$ cat src/pcm_port_pkg.sv
// constants shared by the serial pcm port and its helper modules
// assumes a 32-bit ahb-lite register bus and a single system clock
package pcm_port_pkg;
  localparam int WORD_W = 32;
  localparam int LEN_W  = 6;
  localparam int DIV_W  = 8;

  // register byte offsets
  localparam logic [7:0] CTRL_OFS     = 8'h00;
  localparam logic [7:0] STATUS_OFS   = 8'h04;
  localparam logic [7:0] RXDATA_OFS   = 8'h08;
  localparam logic [7:0] TXDATA_OFS   = 8'h0c;
  localparam logic [7:0] IRQ_STAT_OFS = 8'h10;
  localparam logic [7:0] IRQ_CLR_OFS  = 8'h14;
  localparam logic [7:0] IRQ_EN_OFS   = 8'h18;

  // control fields
  localparam int CTRL_INT_BIT    = 0;
  localparam int CTRL_GP_SEL_BIT = 1;
  localparam int CTRL_GP_VAL_BIT = 2;
  localparam int CTRL_LEN_LSB    = 8;
  localparam int CTRL_LEN_W      = 5;
  localparam int CTRL_DIV_LSB    = 16;
  localparam logic [31:0] CTRL_RESET = 32'h0000_0000;

  // status fields
  localparam int ST_RX_FULL_BIT  = 0;
  localparam int ST_TX_EMPTY_BIT = 1;
  localparam int ST_TX_SHE_BIT   = 2;
  localparam int ST_SYNC_BIT     = 3;
  localparam logic RX_FULL_RESET  = 1'b0;
  localparam logic TX_EMPTY_RESET = 1'b1;

  // interrupt fields
  localparam int IRQ_W           = 4;
  localparam int IRQ_RX_FULL     = 0;
  localparam int IRQ_TX_EMPTY    = 1;
  localparam int IRQ_TX_DONE     = 2;
  localparam int IRQ_RX_OVERRUN  = 3;
endpackage

$ cat src/pcm_serial_port.sv
// serial pcm input/output port with ahb-lite register access
// assumes all pcm-side input pins are asynchronous and pass the two-flop synchroniser
//
// The AHB-Lite interface to the registers and the register addresses were decided locally.
`timescale 1ns/1ps
module pcm_serial_port
  import pcm_port_pkg::*;
(
  input  wire logic        CLK_SYS_I,
  input  wire logic        RESET_I,
  input  wire logic        HSEL_I,
  input  wire logic [31:0] HADDR_I,
  input  wire logic [1:0]  HTRANS_I,
  input  wire logic        HWRITE_I,
  input  wire logic [2:0]  HSIZE_I,
  input  wire logic [31:0] HWDATA_I,
  input  wire logic        HREADY_I,
  output logic      [31:0] HRDATA_O,
  output logic             HREADYOUT_O,
  output logic             HRESP_O,
  input  wire logic        SERIAL_IN_PIN_I,
  input  wire logic        RX_BIT_CLOCK_I,
  output logic             RX_BIT_CLOCK_O,
  output logic             RX_BIT_CLOCK_OE_O,
  input  wire logic        RX_LOAD_STROBE_I,
  output logic             RX_LOAD_STROBE_O,
  output logic             RX_LOAD_STROBE_OE_O,
  input  wire logic        TX_BIT_CLOCK_I,
  output logic             TX_BIT_CLOCK_O,
  output logic             TX_BIT_CLOCK_OE_O,
  input  wire logic        TX_LOAD_STROBE_I,
  output logic             TX_LOAD_STROBE_O,
  output logic             TX_LOAD_STROBE_OE_O,
  input  wire logic        FRAME_SYNC_I,
  output logic             FRAME_SYNC_O,
  output logic             FRAME_SYNC_OE_O,
  output logic             SERIAL_OUT_O,
  output logic             SERIAL_OUT_OE_O,
  input  wire logic        SERIAL_OUT_ENABLE_N_I,
  output logic             RX_BUFFER_FULL_O,
  output logic             RX_BUFFER_FULL_OE_O,
  output logic             TX_BUFFER_EMPTY_O,
  output logic             TX_BUFFER_EMPTY_OE_O,
  output logic             TX_SHIFT_EMPTY_O,
  output logic             TX_SHIFT_EMPTY_OE_O,
  input  wire logic        RESET_N_INPUT_I,
  input  wire logic        TRISTATE_ALL_N_I,
  output logic             IRQ_O
);
  logic              rxck_rise;
  logic              rxld_rise;
  logic              txck_fall;
  logic              txld_rise;
  logic              sync_s;
  logic              din_s;
  logic              oen_n_s;
  logic              rstn_s;
  logic              tri_n_s;
  logic [31:0]       ctrl_q;
  logic              int_mode;
  logic [LEN_W-1:0]  len_bits;
  logic [DIV_W-1:0]  div_cnt_q;
  logic              gen_clk_q;
  logic              gen_ld_q;
  logic [LEN_W-1:0]  bit_cnt_q;
  logic              gen_tick;
  logic              gen_rise;
  logic              gen_fall;
  logic              gen_ld_rise;
  logic              rx_rise;
  logic              rx_ld_rise;
  logic              tx_fall;
  logic              tx_ld_rise;
  logic [WORD_W-1:0] rx_sh_data;
  logic [WORD_W-1:0] tx_sh_data;
  logic              tx_msb;
  logic [WORD_W-1:0] rx_buf_q;
  logic [WORD_W-1:0] tx_buf_q;
  logic              rx_full_q;
  logic              tx_empty_q;
  logic [LEN_W-1:0]  tx_left_q;
  logic              tx_she;
  logic              ap;
  logic              dp_wr_q;
  logic [7:0]        dp_addr_q;
  logic              rd_rx;
  logic              wr_tx;
  logic [IRQ_W-1:0]  irq_stat_q;
  logic [IRQ_W-1:0]  irq_en_q;
  logic [IRQ_W-1:0]  irq_ev;
  logic              halt;
  pcm_edge_sync #(.INIT(1'b0)) u_rxck (.clk_i(CLK_SYS_I), .rst_i(RESET_I),
    .pin_i(RX_BIT_CLOCK_I), .level_o(), .rise_o(rxck_rise), .fall_o());
  pcm_edge_sync #(.INIT(1'b0)) u_rxld (.clk_i(CLK_SYS_I), .rst_i(RESET_I),
    .pin_i(RX_LOAD_STROBE_I), .level_o(), .rise_o(rxld_rise), .fall_o());
  pcm_edge_sync #(.INIT(1'b0)) u_txck (.clk_i(CLK_SYS_I), .rst_i(RESET_I),
    .pin_i(TX_BIT_CLOCK_I), .level_o(), .rise_o(), .fall_o(txck_fall));
  pcm_edge_sync #(.INIT(1'b0)) u_txld (.clk_i(CLK_SYS_I), .rst_i(RESET_I),
    .pin_i(TX_LOAD_STROBE_I), .level_o(), .rise_o(txld_rise), .fall_o());
  pcm_edge_sync #(.INIT(1'b0)) u_sync (.clk_i(CLK_SYS_I), .rst_i(RESET_I),
    .pin_i(FRAME_SYNC_I), .level_o(sync_s), .rise_o(), .fall_o());
  pcm_edge_sync #(.INIT(1'b0)) u_din (.clk_i(CLK_SYS_I), .rst_i(RESET_I),
    .pin_i(SERIAL_IN_PIN_I), .level_o(din_s), .rise_o(), .fall_o());
  pcm_edge_sync #(.INIT(1'b1)) u_oen (.clk_i(CLK_SYS_I), .rst_i(RESET_I),
    .pin_i(SERIAL_OUT_ENABLE_N_I), .level_o(oen_n_s), .rise_o(), .fall_o());
  pcm_edge_sync #(.INIT(1'b1)) u_rstn (.clk_i(CLK_SYS_I), .rst_i(RESET_I),
    .pin_i(RESET_N_INPUT_I), .level_o(rstn_s), .rise_o(), .fall_o());
  pcm_edge_sync #(.INIT(1'b1)) u_tri (.clk_i(CLK_SYS_I), .rst_i(RESET_I),
    .pin_i(TRISTATE_ALL_N_I), .level_o(tri_n_s), .rise_o(), .fall_o());
  assign halt     = ~rstn_s;
  assign int_mode = ctrl_q[CTRL_INT_BIT];
  // a zero length field means a full 32-bit word
  assign len_bits = (ctrl_q[CTRL_LEN_LSB +: CTRL_LEN_W] == 5'h00) ? 6'h20
                  : {1'b0, ctrl_q[CTRL_LEN_LSB +: CTRL_LEN_W]};
  // internal bit clock, load strobe and frame sync generator
  assign gen_tick    = int_mode && (div_cnt_q == ctrl_q[CTRL_DIV_LSB +: DIV_W]);
  assign gen_rise    = gen_tick && !gen_clk_q;
  assign gen_fall    = gen_tick && gen_clk_q;
  assign gen_ld_rise = gen_fall && (bit_cnt_q == 6'(len_bits - 6'd1));
  always_ff @(posedge CLK_SYS_I)
  begin
    if (RESET_I || halt || !int_mode)
    begin
      div_cnt_q <= 8'h00;
      gen_clk_q <= 1'b0;
      gen_ld_q  <= 1'b0;
      bit_cnt_q <= 6'h00;
    end
    else
    begin
      div_cnt_q <= gen_tick ? 8'h00 : 8'(div_cnt_q + 8'h01);
      if (gen_tick)
        gen_clk_q <= ~gen_clk_q;
      if (gen_fall)
      begin
        bit_cnt_q <= gen_ld_rise ? 6'h00 : 6'(bit_cnt_q + 6'h01);
        gen_ld_q  <= gen_ld_rise;
      end
    end
  end
  // edge sources follow the direction chosen in control
  assign rx_rise    = !halt && (int_mode ? gen_rise : rxck_rise);
  assign rx_ld_rise = !halt && (int_mode ? gen_ld_rise : rxld_rise);
  assign tx_fall    = !halt && (int_mode ? gen_fall : txck_fall);
  assign tx_ld_rise = !halt && (int_mode ? gen_ld_rise : txld_rise);
  // receive shifts on rising bit clock edges
  pcm_shift #(.W(WORD_W)) u_rx_sh (
    .clk_i       (CLK_SYS_I),
    .rst_i       (RESET_I),
    .load_i      (1'b0),
    .load_data_i ('0),
    .shift_i     (rx_rise),
    .bit_i       (din_s),
    .len_i       (len_bits),
    .data_o      (rx_sh_data),
    .msb_o       ()
  );
  // transmit changes data on falling edges, loading takes priority
  pcm_shift #(.W(WORD_W)) u_tx_sh (
    .clk_i       (CLK_SYS_I),
    .rst_i       (RESET_I),
    .load_i      (tx_ld_rise),
    .load_data_i (tx_buf_q),
    .shift_i     (tx_fall && !tx_ld_rise),
    .bit_i       (1'b0),
    .len_i       (len_bits),
    .data_o      (tx_sh_data),
    .msb_o       (tx_msb)
  );
  // ahb-lite slave, zero wait states
  assign ap    = HSEL_I && HTRANS_I[1] && HREADY_I;
  assign rd_rx = ap && !HWRITE_I && (HADDR_I[7:0] == RXDATA_OFS);
  assign wr_tx = dp_wr_q && (dp_addr_q == TXDATA_OFS);
  always_ff @(posedge CLK_SYS_I)
  begin
    if (RESET_I)
    begin
      dp_wr_q     <= 1'b0;
      dp_addr_q   <= 8'h00;
      HRDATA_O    <= 32'h0000_0000;
      HREADYOUT_O <= 1'b0;
      HRESP_O     <= 1'b0;
    end
    else
    begin
      HREADYOUT_O <= 1'b1;
      dp_wr_q     <= ap && HWRITE_I;
      dp_addr_q   <= HADDR_I[7:0];
      if (ap && !HWRITE_I)
      begin
        unique case (HADDR_I[7:0])
          CTRL_OFS:     HRDATA_O <= ctrl_q;
          STATUS_OFS:   HRDATA_O <= {28'h0000000, sync_s, tx_she, tx_empty_q, rx_full_q};
          RXDATA_OFS:   HRDATA_O <= rx_buf_q;
          IRQ_STAT_OFS: HRDATA_O <= {28'h0000000, irq_stat_q};
          IRQ_EN_OFS:   HRDATA_O <= {28'h0000000, irq_en_q};
          default:      HRDATA_O <= 32'h0000_0000;
        endcase
      end
    end
  end
  // control is held cleared while the reset pin is low
  always_ff @(posedge CLK_SYS_I)
  begin
    if (RESET_I || halt)
      ctrl_q <= CTRL_RESET;
    else if (dp_wr_q && dp_addr_q == CTRL_OFS)
      ctrl_q <= HWDATA_I;
  end
  always_ff @(posedge CLK_SYS_I)
  begin
    if (RESET_I)
      tx_buf_q <= 32'h0000_0000;
    else if (wr_tx)
      tx_buf_q <= HWDATA_I;
  end
  // receive buffer and its full flag; the load sets and wins over a read
  always_ff @(posedge CLK_SYS_I)
  begin
    if (RESET_I || halt)
    begin
      rx_buf_q  <= 32'h0000_0000;
      rx_full_q <= RX_FULL_RESET;
    end
    else if (rx_ld_rise)
    begin
      rx_buf_q  <= rx_sh_data & (32'hffff_ffff >> (6'h20 - len_bits));
      rx_full_q <= 1'b1;
    end
    else if (rd_rx)
      rx_full_q <= 1'b0;
  end
  // transmit buffer empty flag: the copy sets and wins over a write
  always_ff @(posedge CLK_SYS_I)
  begin
    if (RESET_I || halt)
      tx_empty_q <= TX_EMPTY_RESET;
    else if (tx_ld_rise)
      tx_empty_q <= 1'b1;
    else if (wr_tx)
      tx_empty_q <= 1'b0;
  end
  // bits still to send after a load; shift-empty reads one when this count is zero
  always_ff @(posedge CLK_SYS_I)
  begin
    if (RESET_I || halt)
      tx_left_q <= 6'h00;
    else if (tx_ld_rise)
      tx_left_q <= len_bits;
    else if (tx_fall && tx_left_q != 6'h00)
      tx_left_q <= 6'(tx_left_q - 6'h01);
  end
  assign tx_she = (tx_left_q == 6'h00);
  // sticky events; a new event wins over a clear in the same cycle
  assign irq_ev[IRQ_RX_FULL]    = rx_ld_rise;
  assign irq_ev[IRQ_TX_EMPTY]   = tx_ld_rise;
  assign irq_ev[IRQ_TX_DONE]    = tx_fall && (tx_left_q == 6'h01) && !tx_ld_rise;
  assign irq_ev[IRQ_RX_OVERRUN] = rx_ld_rise && rx_full_q && !rd_rx;
  always_ff @(posedge CLK_SYS_I)
  begin
    if (RESET_I)
      irq_stat_q <= 4'h0;
    else if (dp_wr_q && dp_addr_q == IRQ_CLR_OFS)
      irq_stat_q <= (irq_stat_q & ~HWDATA_I[IRQ_W-1:0]) | irq_ev;
    else
      irq_stat_q <= irq_stat_q | irq_ev;
  end
  always_ff @(posedge CLK_SYS_I)
  begin
    if (RESET_I)
      irq_en_q <= 4'h0;
    else if (dp_wr_q && dp_addr_q == IRQ_EN_OFS)
      irq_en_q <= HWDATA_I[IRQ_W-1:0];
  end
  always_ff @(posedge CLK_SYS_I)
  begin
    if (RESET_I)
      IRQ_O <= 1'b0;
    else
      IRQ_O <= |(irq_stat_q & irq_en_q);
  end
  // pin drivers; the three-state input overrides every enable
  always_ff @(posedge CLK_SYS_I)
  begin
    if (RESET_I)
    begin
      RX_BIT_CLOCK_O       <= 1'b0;
      RX_BIT_CLOCK_OE_O    <= 1'b0;
      RX_LOAD_STROBE_O     <= 1'b0;
      RX_LOAD_STROBE_OE_O  <= 1'b0;
      TX_BIT_CLOCK_O       <= 1'b0;
      TX_BIT_CLOCK_OE_O    <= 1'b0;
      TX_LOAD_STROBE_O     <= 1'b0;
      TX_LOAD_STROBE_OE_O  <= 1'b0;
      FRAME_SYNC_O         <= 1'b0;
      FRAME_SYNC_OE_O      <= 1'b0;
      SERIAL_OUT_O         <= 1'b0;
      SERIAL_OUT_OE_O      <= 1'b0;
      RX_BUFFER_FULL_O     <= 1'b0;
      RX_BUFFER_FULL_OE_O  <= 1'b0;
      TX_BUFFER_EMPTY_O    <= 1'b0;
      TX_BUFFER_EMPTY_OE_O <= 1'b0;
      TX_SHIFT_EMPTY_O     <= 1'b0;
      TX_SHIFT_EMPTY_OE_O  <= 1'b0;
    end
    else
    begin
      RX_BIT_CLOCK_O       <= gen_clk_q;
      RX_BIT_CLOCK_OE_O    <= tri_n_s && int_mode;
      RX_LOAD_STROBE_O     <= gen_ld_q;
      RX_LOAD_STROBE_OE_O  <= tri_n_s && int_mode;
      TX_BIT_CLOCK_O       <= gen_clk_q;
      TX_BIT_CLOCK_OE_O    <= tri_n_s && int_mode;
      TX_LOAD_STROBE_O     <= gen_ld_q;
      TX_LOAD_STROBE_OE_O  <= tri_n_s && int_mode;
      FRAME_SYNC_O         <= int_mode ? gen_ld_q : ctrl_q[CTRL_GP_VAL_BIT];
      FRAME_SYNC_OE_O      <= tri_n_s && (int_mode || ctrl_q[CTRL_GP_SEL_BIT]);
      SERIAL_OUT_O         <= tx_msb;
      SERIAL_OUT_OE_O      <= tri_n_s && !oen_n_s;
      RX_BUFFER_FULL_O     <= rx_full_q;
      RX_BUFFER_FULL_OE_O  <= tri_n_s;
      TX_BUFFER_EMPTY_O    <= tx_empty_q;
      TX_BUFFER_EMPTY_OE_O <= tri_n_s;
      TX_SHIFT_EMPTY_O     <= tx_she;
      TX_SHIFT_EMPTY_OE_O  <= tri_n_s;
    end
  end
endmodule

$ cat src/pcm_edge_sync.sv
// two-flop synchroniser for one pin with edge detection on the clean side
// assumes the pin is asynchronous to the system clock
`timescale 1ns/1ps
module pcm_edge_sync
#(
  parameter logic INIT = 1'b0
)
(
  input  wire logic clk_i,
  input  wire logic rst_i,
  input  wire logic pin_i,
  output logic      level_o,
  output logic      rise_o,
  output logic      fall_o
);
  logic meta_q;
  logic sync_q;
  logic prev_q;

  // meta_q feeds sync_q only
  always_ff @(posedge clk_i)
  begin
    if (rst_i)
    begin
      meta_q <= INIT;
      sync_q <= INIT;
      prev_q <= INIT;
    end
    else
    begin
      meta_q <= pin_i;
      sync_q <= meta_q;
      prev_q <= sync_q;
    end
  end

  assign level_o = sync_q;
  assign rise_o  = sync_q & ~prev_q;
  assign fall_o  = ~sync_q & prev_q;
endmodule

$ cat src/pcm_shift.sv
// shift register used for both directions, msb first
// assumes load and shift pulses last one system clock
`timescale 1ns/1ps
module pcm_shift
  import pcm_port_pkg::*;
#(
  parameter int W = WORD_W
)
(
  input  wire logic             clk_i,
  input  wire logic             rst_i,
  input  wire logic             load_i,
  input  wire logic [W-1:0]     load_data_i,
  input  wire logic             shift_i,
  input  wire logic             bit_i,
  input  wire logic [LEN_W-1:0] len_i,
  output logic      [W-1:0]     data_o,
  output logic                  msb_o
);
  logic [W-1:0] data_q;

  always_ff @(posedge clk_i)
  begin
    if (rst_i)
      data_q <= '0;
    else if (load_i)
      data_q <= load_data_i;
    else if (shift_i)
      data_q <= {data_q[W-2:0], bit_i};
  end

  assign data_o = data_q;
  // the word sits in the low len bits, so its first bit is len-1
  assign msb_o  = data_q[5'(len_i - 6'd1)];
endmodule

$ cat config.mk
export PLATFORM = sky130hd
export DESIGN_NAME = pcm_serial_port
export DESIGN_NICKNAME = d
export VERILOG_FILES = /design/src/pcm_port_pkg.sv /design/src/pcm_serial_port.sv /design/src/pcm_edge_sync.sv /design/src/pcm_shift.sv
export SDC_FILE = /design/constraint.sdc
export NUM_CORES = 1
export LEC_CHECK = 0
export BUFFER_PORTS_ARGS = -buffer_cell sky130_fd_sc_hd__buf_2
export CAP_MARGIN = 20
export CORE_UTILIZATION = 58
export CTS_CLUSTER_DIAMETER = 120
export DETAILED_ROUTE_END_ITERATION = 7
export PLACE_DENSITY = 0.8
export SYNTH_ARGS = -nofsm -noshare
export SYNTH_HDL_FRONTEND = slang
export SYNTH_SLANG_ARGS = --single-unit
$ cat constraint.sdc
create_clock -name CLK_SYS_I -period 6 [get_ports CLK_SYS_I]
set_clock_uncertainty 0.15 [all_clocks]
set_input_delay 0.3 -clock CLK_SYS_I [delete_from_list [all_inputs] [get_ports CLK_SYS_I]]
set_output_delay 0.3 -clock CLK_SYS_I [all_outputs]
set_load 0.01 [all_outputs]
Yosys cells after proc, flatten, opt, wreduce, memory -nomap -nowiden
Cells that the tools add are included.
- mux-type cells: 18
- shifts and indexed selects: 1
- reduce and logical (&&, ||, !) cells: 46
- add/subtract/negate cells: 5
- magnitude comparators: 1
- equal/unequal tests: 10
- bitwise logic cells: 16
- operators with widths (operator ; count):
    32-bit one-hot mux with 5 select lines ; 1
    32-bit two-way mux ; 2
    32-bit bitwise AND ; 1
    8-bit by 5-bit equality test with 1-bit output, second input constant ; 4
    32-bit by 6-bit >> shifter with 32-bit output, first input constant ; 1
    1-bit logical AND ; 26
    6-bit two-way mux ; 4
    8-bit by 4-bit equality test with 1-bit output, second input constant ; 2
    8-bit zero test ; 2
    6-bit by 1-bit subtractor with 6-bit output, second input constant ; 2
    1-bit two-way mux ; 9
    8-bit by 1-bit adder with 8-bit output, second input constant ; 1
    4-bit bitwise AND ; 2
    8-bit by 3-bit equality test with 1-bit output, second input constant ; 1
    8-bit equality test ; 1
    4-bit bitwise OR ; 2
    6-bit by 1-bit adder with 6-bit output, second input constant ; 1
    6-bit by 1-bit equality test with 1-bit output, second input constant ; 1
    6-bit equality test ; 1
    1-bit zero test ; 6
    6-bit zero test ; 1
    5-bit by 6-bit less-than comparator with 1-bit output, second input constant ; 1
    1-bit inverter ; 6
    2-bit nonzero test ; 3
    10 further kinds ; 16
- bits in registers: 268
- word-level logic and storage cells: 149
- input port bits: 83

Logic depth before layout (Yosys ltp)
Gate-level depths: netlist of run 1.
- word-level depth: 11
- mapped depth: 12
- depth with buffers taken out: 8

Hierarchy
Synthesis of run 1 repeated with hierarchy kept, for this count alone.
- cell total of the unflattened synthesis: 1405
- area total of the unflattened synthesis: 12338.1 sq um
- modules (own cells, without submodules) (module ; seq. area each (sq um) ; cells an instance ; instances ; area an instance (sq um)):
    pcm_serial_port ; 3643.5 ; 927 ; 1 ; 7941.4
    pcm_shift ; 640.6 ; 203 ; 2 ; 1785.5
    pcm_edge_sync (u_din ...) ; 60.1 ; 8 ; 6 ; 91.3
    pcm_edge_sync (u_oen ...) ; 60.1 ; 8 ; 3 ; 92.6

Worst setup path before layout of run 1
Ideal clock, no wire load.
- kind: reg-to-reg
- start point: reg ctrl_q[8]
- end point: reg SERIAL_OUT_O
- setup time: 0.128 ns
- arrival: 2.352 ns
- setup slack: 3.370 ns
- stages on the path, launching flop included: 10
- path through: dfxtp_1 -> buf_6 -> buf_2 -> inv_1 -> ha_1 -> clkbuf_1 -> mux4_2 -> mux4_2 -> mux2i_1 -> nor2_1
- longest elaborated chain between the ends: 5
- RTL lines (element ; RTL line ; RTL):
    from (decl) ; pcm_serial_port.sv:59 ; logic [31:0] ctrl_q;
    from (signal assigned) ; pcm_serial_port.sv:206 ; ctrl_q <= CTRL_RESET;
    from (signal assigned) ; pcm_serial_port.sv:208 ; ctrl_q <= HWDATA_I;
    5-bit zero test ; pcm_serial_port.sv:113 ; assign len_bits = (ctrl_q[CTRL_LEN_LSB +: CTRL_LEN_W] == 5'h00) ? 6'h20
    6-bit two-way mux * ; pcm_serial_port.sv:113 ;
    6-bit by 1-bit subtractor with 6-bit output * ; - ;
    1-bit binary-select mux with 5-bit select * ; pcm_shift.sv:34 ; assign msb_o = data_q[5'(len_i - 6'd1)];
    1-bit two-way mux (implied by the code) * ; pcm_shift.sv:34 ;
    to (signal assigned) ; pcm_serial_port.sv:318 ; SERIAL_OUT_O <= tx_msb;
    to (decl) ; pcm_serial_port.sv:37 ; output logic SERIAL_OUT_O,
Every way passes the cells marked *; elsewhere a longest branch is shown, timed or not. The select of a mux whose other input is x is not followed.
A chain may end at the register's enable or synchronous reset.

Worst setup path in the final report of run 1
- start point: reg ctrl_q[9]
- end point: reg rx_buf_q[8]
- longest elaborated chain between the ends: 7
- RTL lines (element ; RTL line ; RTL):
    5-bit zero test ; pcm_serial_port.sv:113 ;
    6-bit two-way mux * ; pcm_serial_port.sv:113 ;
    parallel branches: the longest is 5 deep, another holds 6-bit subtractor ; - ;
    to (signal assigned) ; pcm_serial_port.sv:227 ; rx_buf_q <= rx_sh_data & (32'hffff_ffff >> (6'h20 - len_bits));
    to (decl) ; pcm_serial_port.sv:77 ; logic [WORD_W-1:0] rx_buf_q;
Every way passes the cells marked *.

==> results of run 1 <==
cell type report:
| cell class | count | share of cell area (%) |
|---|---|---|
| Tap cell | 234 | 2.27 |
| Sequential cell | 268 | 41.6 |
| Clock buffer | 37 | 5.98 |
| Inverter | 16 | 0.465 |
| Timing Repair Buffer | 173 | 9.27 |
| Multi-Input combinational cell | 814 | 40.1 |
| Clock inverter | 5 | 0.281 |
cells in the mapped netlist, types with 4 or more instances:
master	number
a21oi_1	87
a22oi_1	63
a2bb2oi_1	28
a311oi_1	4
and3_1	6
buf_2	17
buf_4	11
buf_6	8
clkbuf_1	62
dfxtp_1	268
ha_1	9
inv_1	15
mux2i_1	45
mux4_2	10
nand2_1	160
nand2b_1	9
nand3_1	29
nand4_1	34
nand4b_1	8
nor2_1	99
nor2b_1	31
nor3_1	8
nor3b_1	5
o211ai_1	5
o21ai_0	47
o21ai_1	4
o2bb2ai_1	30
o311ai_0	4
o31ai_1	6
or2_2	8
xnor2_1	16
xor2_1	10
stage by stage:
step / instances / cell area, sq um
after CTS: 1547 / 12900
after global routing: 1547 / 12900
after detailed placement: 1455 / 11600
after global placement: 1452 / 11500
after floorplan: 1199 / 11100
final: 1547 / 12900
worst max-delay path, cell delays in order (launching register included):
cell	delay, ps
dfxtp_1	570
inv_1	160
ha_1	740
xnor2_1	160
nor4_2	280
and3_4	350
a22o_4	180
nand2_2	340
o31ai_1	370
sequential cells by signal, summed over array words and instances (netlist names), 8 cells and up:
name / flops
ctrl_q: 32
u_tx_sh.data_o: 32
u_rx_sh.data_o: 32
HRDATA_O: 32
rx_buf_q: 32
dp_addr_q: 8
div_cnt_q: 8
tx_buf_q: 32
report_power, final:
group / switching (mW) / internal [mW]
Sequential: 0.00983 / 1.80
Clock: 0.669 / 0.886
Combinational: 0.111 / 0.0699
Total: 0.790 / 2.75
final timing paths:
path         depth (start not counted)       endpoint          from  slack (ps)
min reg2reg                          1  u_tri.level_o  u_tri.meta_q         260
max reg2reg                          8    rx_buf_q[8]     ctrl_q[9]        2600
max                                  8    rx_buf_q[8]     ctrl_q[9]        2600
min                                  2   dp_addr_q[4]    HADDR_I[4]          50
cells by family (layout without fill, tap and decap cells):
kind of cell	count (synthesis)	in the layout	share of synthesized area [%]
buffers and inverters	117	231	5.07
AO/OA/AOI/OAI	298	298	18.3
other	1	1	0.0339
flip-flops	268	268	48.5
AND/OR/NAND/NOR	423	423	18.6
XOR/XNOR	27	27	2.27
adder cells (fa/ha/maj)	9	9	1.02
multiplexers	56	56	6.20
placed cells by master (no fill, tap or decap), types with 8 or more instances in the layout:
cell type,synthesis,routed
nand2_1,160,160
o2bb2ai_1,30,30
a21oi_1,87,87
nor2_1,99,96
clkbuf_16,0,26
xnor2_1,16,16
nand3_1,29,29
nand4_1,34,34
buf_4,11,15
nand2b_1,9,9
clkbuf_8,0,8
nand4b_1,8,8
a2bb2oi_1,28,28
buf_2,17,105
o21ai_0,47,47
xor2_1,10,10
mux4_2,10,10
ha_1,9,9
nor3_1,8,8
dlygate4sd3_1,0,50
nor2b_1,31,31
a22oi_1,63,63
dfxtp_1,268,268
inv_1,15,15
mux2i_1,45,45
or2_2,8,8
metal layers:
metal  vias to the layer above  track usage (%)
li1                       4460                -
met1                      4586             39.7
met2                       386             47.9
met3                        72             4.92
met4                         0             9.31
met5                         -                0
what timing repair did:
action,in CTS,in global routing
hold endpoints to repair,85,0
setup buffers,0,0
hold buffers,50,0
==> impl_metrics.yaml, run 1 <==
outcome:
  status: "finished clean"
final_layout:
  seqCellArea_sq_um: 5370
  multi_input_area_sq_um: 5180
  final_nets: 1391
  fillCellCount: 1409
  final_core_util_pct: 69.0
  layout-drive-gt1-share_pct: 15.8
  area_delta_synth_final_pct: 16.5
  n_antenna_cell: 0
clock_network:
  clockBufferDepth: 3
  cts-root-buf: "clkbuf_16"
  clock_sinks: 268
  numCtsBuffers: 26
  cts_max_level: 1
  clock_latency_ps: 540
  cts.reportedPaths.clkPinSlew_ps: 60
  cts_tree: "done"
  cts_resized: 0
pwr:
  p_per_area_nw_per_um2: 275
  leakage_nw: 4.77
  p_total_mw: 3.54
  ir_drop_uv: 195
logic_synthesis:
  ys_async_sr_fraction_pct: 0
  synth_area_per_cell_sq_um: 9.23
  synth-seq-cells: 268
  netlist_area_sq_um: 11100
  yosysTopAreaCell: "dfxtp_1"
  yosysSeqAreaShare_pct: 48.5
  synth_area_leaders: "dfxtp_1 (48%), nand2_1 (5.4%), a22oi_1 (4.3%)"
  synth_edf_count: 0
  synth_cell_types: 66
  ys.warnings.count: 0
  synth_nets: 1291
  synthFlopType: "dfxtp_1"
  synth.top_cell.area_share_pct: 48.5
  syn_inst: 1199
sta:
  period_share_pct: 56.6
  finalMaxSlewViolations: 0
  tns_ps: 0
  fin_ws_ps: 2600
  hold_viol_final: 0
  slew-limit-headroom_pct: 35.9
  finalSetupViolCount: 0
  rsz0062_at_grt: "no"
  max_freq_mhz: 294
  tightest_slew_ps: 960
  post-route-min-period_ps: 3400
  holdWs_ps: 49.0
placed_design:
  portBuffers: 106
  place_ws_ps: 2690
  hpwl_microns: 18400
  place_congestion: 0.887
floorplan:
  dieArea_sq_um: 19600
  floorplan.rows: 50
  die_w_microns: 140
  die_h_microns: 140
  core_sq_um: 18700
  io-pin-count: 136
  start_util_pct: 59.2
critical_path:
  cp-end-kind: "flop"
  path_class: "flop to flop"
  cp_max_fo: 33
  cp.arrival_ps: 3690
  critPathLaunchType: "flop"
  required_ps: 6290
grt:
  overflow: 0
  grt_pass1_vias: 9102
  grt_max_degree: 77
  grt_pass1_wl_microns: 46600
  grt_usage_pct: 29.4
  antenna_found_initial: 0
min_path:
  hold_class: "input pin to flop"
detailed_routing:
  first_iter_violations: 927
  wl_met2_microns: 13700
  dr.max_layer_used: "met4"
  final_antenna_net_count: 0
  wire_per_inst_microns: 18.8
  viasPerCell: 6.14
  wirelength_microns: 29000
  drc: 0
  wl_met3_microns: 2290
  wl_met1_microns: 12300
  dr.pass1.iters: 6
  dr_total_vias: 9504
flow_run:
  drv_cap: 0
(Power assumes the default switching activity.)
==> run 2, diff against run 1 <==
Settings changed: CORE_UTILIZATION 58 to 52, PLACE_DENSITY 0.8 to 0.75.
Clock period 6 ns to 2.9 ns, I/O delays scaled along.
==> run 2 against run 1 <==
Against the previous run: setup slack lost 2400 ps; die area up 11%; wire length up 0.49%; fmax increased by 26%; total power rose by 110%; count of clock-buffer cells in the layout is 3 higher; largest power group unchanged; highest routed layer unchanged.
==> impl_metrics.yaml, run 2 (synthesis results as in run 1) <==
outcome:
  status: "finished clean"
final_layout:
  seqCellArea_sq_um: 5370
  multi_input_area_sq_um: 5180
  stdcell_area_sq_um: 13200
  fillCellCount: 1754
  final_nets: 1413
  area_delta_synth_final_pct: 19.3
  final_common_cell: "dfxtp_1"
  final_cell_mix: "dfxtp_1 (268), nand2_1 (160), buf_2 (105)"
  layout-drive-gt1-share_pct: 16.8
  n_antenna_cell: 0
detailed_routing:
  drc: 0
  viasPerCell: 5.90
  dr_total_vias: 9515
  dr.pass1.iters: 5
  final_antenna_net_count: 0
  wirelength_microns: 29200
  wire_per_inst_microns: 18.1
  first_iter_violations: 652
pwr:
  p_total_mw: 7.58
  leakage_nw: 4.91
  p_per_area_nw_per_um2: 574
  ir_drop_uv: 399
placed_design:
  place_area_sq_um: 11700
  place_congestion: 0.875
  portBuffers: 106
  hpwl_microns: 18700
floorplan:
  start_util_pct: 52.8
  die_w_microns: 148
  die_h_microns: 148
  floorplan.rows: 53
  dieArea_sq_um: 21900
  core_sq_um: 21000
  io-pin-count: 136
grt:
  overflow: 0
  grt_pass1_wl_microns: 46400
  grt_max_degree: 87
  grt_pass1_vias: 8906
  antenna_found_initial: 0
  grt_usage_pct: 26.5
clock_network:
  cts.reportedPaths.clkPinSlew_ps: 60
  cts_tree: "done"
  cts_max_level: 1
  cts-root-buf: "clkbuf_16"
  clock_latency_ps: 530
  post_cts_buffers: 0
  numCtsBuffers: 27
  cts_resized: 0
  clock_sinks: 268
  clockBufferDepth: 3
sta:
  max_freq_mhz: 371
  tns_ps: 0
  hold_viol_final: 0
  holdWs_ps: 18.0
  finalMaxSlewViolations: 0
  period_share_pct: 92.9
  slew-limit-headroom_pct: 38.8
  tightest_slew_ps: 918
  rsz0062_at_grt: "no"
  finalSetupViolCount: 0
  post-route-min-period_ps: 2690
critical_path:
  rr_worst_depth: 8
  cp_max_fo: 32
  slowest_delay_ps: 750
  path_class: "flop to flop"
  reg2reg_from: "ctrl_q[9]"
  cp.arrival_ps: 2980
  crit_chain: "inv_1 -> ha_1 -> nor3b_2 -> xnor2_1 -> and3_4 -> a22oi_4 -> nand4_1 -> o21ai_0"
  cp-end-kind: "flop"
  timing.rr.end: "rx_buf_q[19]"
  critPathLaunchType: "flop"
  required_ps: 3180
  r2r_slack_ps: 210
  cpMaxStageDelayCell: "a22oi_4"
min_path:
  worstHoldStart: "HREADY_I"
  holdPathEnd: "HRDATA_O[1]"
  hold_depth: 5
  hold_class: "input pin to flop"
flow_run:
  drv_cap: 0
-- run 2: what timing repair did --
| action | in CTS | in global routing |
|---|---|---|
| endpoints found under the hold margin | 97 | 0 |
| hold buffers | 58 | 0 |
| endpoints found under the setup margin | 0 | 0 |
-- run 2: final cells by class --
| type | count | area share, % |
|---|---|---|
| clock inverters | 7 | 0.502 |
| repair buffers | 194 | 10.4 |
| well taps | 275 | 2.60 |
| flip-flops and latches | 268 | 40.6 |
| clock buffers | 40 | 6.24 |
| inverters | 16 | 0.455 |
| multi-input cells | 814 | 39.2 |
-- run 2: worst max path at each step --
stage          startpoint           endpoint  slack (ps)  cells past startpoint
2_1_floorplan   ctrl_q[8]       SERIAL_OUT_O         270                      9
3_3_place_gp    ctrl_q[9]  u_tx_sh.data_o[7]         280                      8
3_5_place_dp    ctrl_q[9]       rx_buf_q[15]         340                      8
4_1_cts         ctrl_q[9]       rx_buf_q[19]         290                      8
5_1_grt         ctrl_q[9]        rx_buf_q[0]          20                      8
6_report        ctrl_q[9]       rx_buf_q[19]         210                      8
-- run 2: worst max-delay path, delay by kind of cell (launching register included) --
| kind | cells | cell delay [ps] |
|---|---|---|
| compound gates | 2 | 890 |
| simple gates | 3 | 730 |
| flops | 1 | 310 |
| fa+ha+maj | 1 | 230 |
| xor+xnor | 1 | 140 |
| buf+inv | 1 | 110 |
-- run 2: power breakdown --
| part | internal, mW | leakage, nW | switching, mW | total, mW |
|---|---|---|---|---|
| logic | 0.156 | 2.30 | 0.234 | 0.391 |
| clock network | 2.04 | 0.443 | 1.42 | 3.46 |
| registers | 3.72 | 2.17 | 0.0192 | 3.73 |
-- run 2: per-layer routing --
layer	wire length, microns	vias to the layer above	share of wire [%]	global-route usage (%)
li1	-	4515	-	-
met1	13000	4599	45	36.8
met2	13800	359	47	43.6
met3	1790	42	6.1	2.96
met4	590	0	2.0	7.47
met5	0	-	0	0
-- run 2: stage by stage --
step / setup slack, ps / cells / util (%)
after floorplan: 270 / 1199 / -
after global placement: 279 / 1508 / 55.9
after detailed placement: 339 / 1509 / 56.0
after CTS: 286 / 1614 / 63.0
after global routing: 24.3 / 1614 / 63.0
final: 206 / 1614 / 63.0
==> run 3, diff against run 2 <==
Settings changed: RECOVER_POWER set to 100.
==> run 3 against run 2 <==
Against the previous run: the flow now finishes with violations (max-capacitance violations, max-slew violations); combinational power down 2%; sequential share of layout area up 0.37 points; clock power about the same; setup slack better by 0.64 ps; first-iteration DRC count up 13%; register-to-register slack about the same; design area down 0.91%; sequential cell count unchanged; total power about the same; fmax about the same; critical path depth unchanged; critical path type unchanged; critical endpoint is now rx_buf_q[15]; largest cell class unchanged; largest power group unchanged.
==> impl_metrics.yaml, run 3 (synthesis results as in run 1) <==
grt:
  grt_pass1_vias: 8906
  grt_max_degree: 87
  grt.busiest_layer: "met2"
  grt_usage_pct: 26.5
  use_met2_pct: 43.6
  antenna_found_initial: 0
  met1_usage_pct: 36.8
  use_met3_pct: 2.96
  overflow: 0
  grt_pass1_wl_microns: 46400
final_layout:
  stdcell_area_sq_um: 13100
  layout-drive-gt1-share_pct: 12.2
  final_nets: 1413
  area_delta_synth_final_pct: 18.2
  n_antenna_cell: 0
  stdcell_count: 1614
  final_cell_mix: "dfxtp_1 (268), nand2_1 (160), nor2_1 (97)"
  final_common_cell: "dfxtp_1"
detailed_routing:
  wire_per_inst_microns: 18.1
  wirelength_microns: 29200
  viasPerCell: 5.91
  final_antenna_net_count: 0
  drc: 0
  dr_total_vias: 9537
  first_iter_violations: 734
  dr.pass1.iters: 6
pwr:
  leakage_nw: 4.66
  ir_drop_uv: 404
  p_per_area_nw_per_um2: 579
placed_design:
  place_congestion: 0.875
  hpwl_microns: 18700
  dpl.cell_count: 1509
  portBuffers: 106
  place_area_sq_um: 11700
outcome:
  violations: "max-capacitance violations, max-slew violations"
  status: "complete, but fails checks"
clock_network:
  clock_sinks: 268
  clockBufferDepth: 3
  cts_tree: "done"
  numCtsBuffers: 27
  cts-root-buf: "clkbuf_16"
  clock_latency_ps: 530
  cts.reportedPaths.clkPinSlew_ps: 60
  cts_max_level: 1
critical_path:
  slowest_delay_ps: 370
  rr_worst_depth: 8
  critPathLaunchType: "flop"
  cp.arrival_ps: 2980
  cp_max_fo: 33
  cp-end-kind: "flop"
  cpMaxStageDelayCell: "and3_4"
  path_class: "flop to flop"
  crit_chain: "inv_1 -> ha_1 -> xnor2_1 -> nor4_1 -> and3_4 -> a22o_4 -> nand2_2 -> o31ai_1"
  required_ps: 3190
sta:
  finalMaxSlewViolations: 87
  tightest_slew_ps: 1520
  max_freq_mhz: 371
  finalSetupViolCount: 0
  slew-limit-headroom_pct: -1.46
  period_share_pct: 92.9
  post-route-min-period_ps: 2690
  rsz0062_at_grt: "no"
  tns_ps: 0
  holdWs_ps: 20.7
  hold_viol_final: 0
floorplan:
  dieArea_sq_um: 21900
  die_h_microns: 148
  core_sq_um: 21000
  io-pin-count: 136
  floorplan.rows: 53
  die_w_microns: 148
  start_util_pct: 52.8
min_path:
  hold_depth: 5
  hold_class: "input pin to flop"
flow_run:
  drv_cap: 1
==> run 3: critical path, delay by kind of cell (launching register included) <==
kind                     cells  cell delay [ps]
AO/OA/AOI/OAI                2              540
XOR/XNOR                     1              130
adder cells (fa/ha/maj)      1              320
buffers and inverters        1               80
flip-flops                   1              330
AND/OR/NAND/NOR              3             1040
==> run 3: timing repair <==
action / 4_1_cts / 5_1_grt
endpoints found under the setup margin: 0 / 0
resized for setup: 0 / 0
hold buffers: 58 / 0
hold endpoints to repair: 97 / 0
setup buffers: 0 / 0
==> run 3: metal layers <==
metal	up-vias	routed length (microns)
met5	-	0
li1	4515	-
met3	50	1920
met1	4596	12900
met4	0	625
met2	376	13800
==> run 3: stage by stage <==
stage | util [%] | power, mW | setup slack, ps
finish | 62.5 | 7.58 | 207
floorplan | - | 4.01 | 270
CTS | 63.0 | 7.61 | 286
global route | 62.5 | 7.80 | 25.8
global placement | 55.9 | 4.13 | 279
detailed placement | 56.0 | 4.14 | 339
==> run 3: power breakdown <==
| part | total [mW] | switching, mW | internal, mW | leakage [nW] |
|---|---|---|---|---|
| logic | 0.384 | 0.234 | 0.150 | 2.05 |
| clock network | 3.46 | 1.42 | 2.04 | 0.443 |
| registers | 3.73 | 0.0193 | 3.72 | 2.17 |
==> run 3: layout make-up <==
class	count	area, sq um
flip-flops and latches	268	5370
clock buffers	40	825
multi-input cells	814	5160
fillers	1801	7870
repair buffers	194	1270
well taps	275	344
clock inverters	7	66.3
inverters	16	60.1
==> run 3: worst paths after layout <==
| kind | from | slack (ps) | endpoint |
|---|---|---|---|
| min reg2reg | u_oen.meta_q | 260 | u_oen.level_o |
| min | HREADY_I | 20 | HRDATA_O[1] |
| max | ctrl_q[9] | 210 | rx_buf_q[15] |
| max reg2reg | ctrl_q[9] | 210 | rx_buf_q[15] |
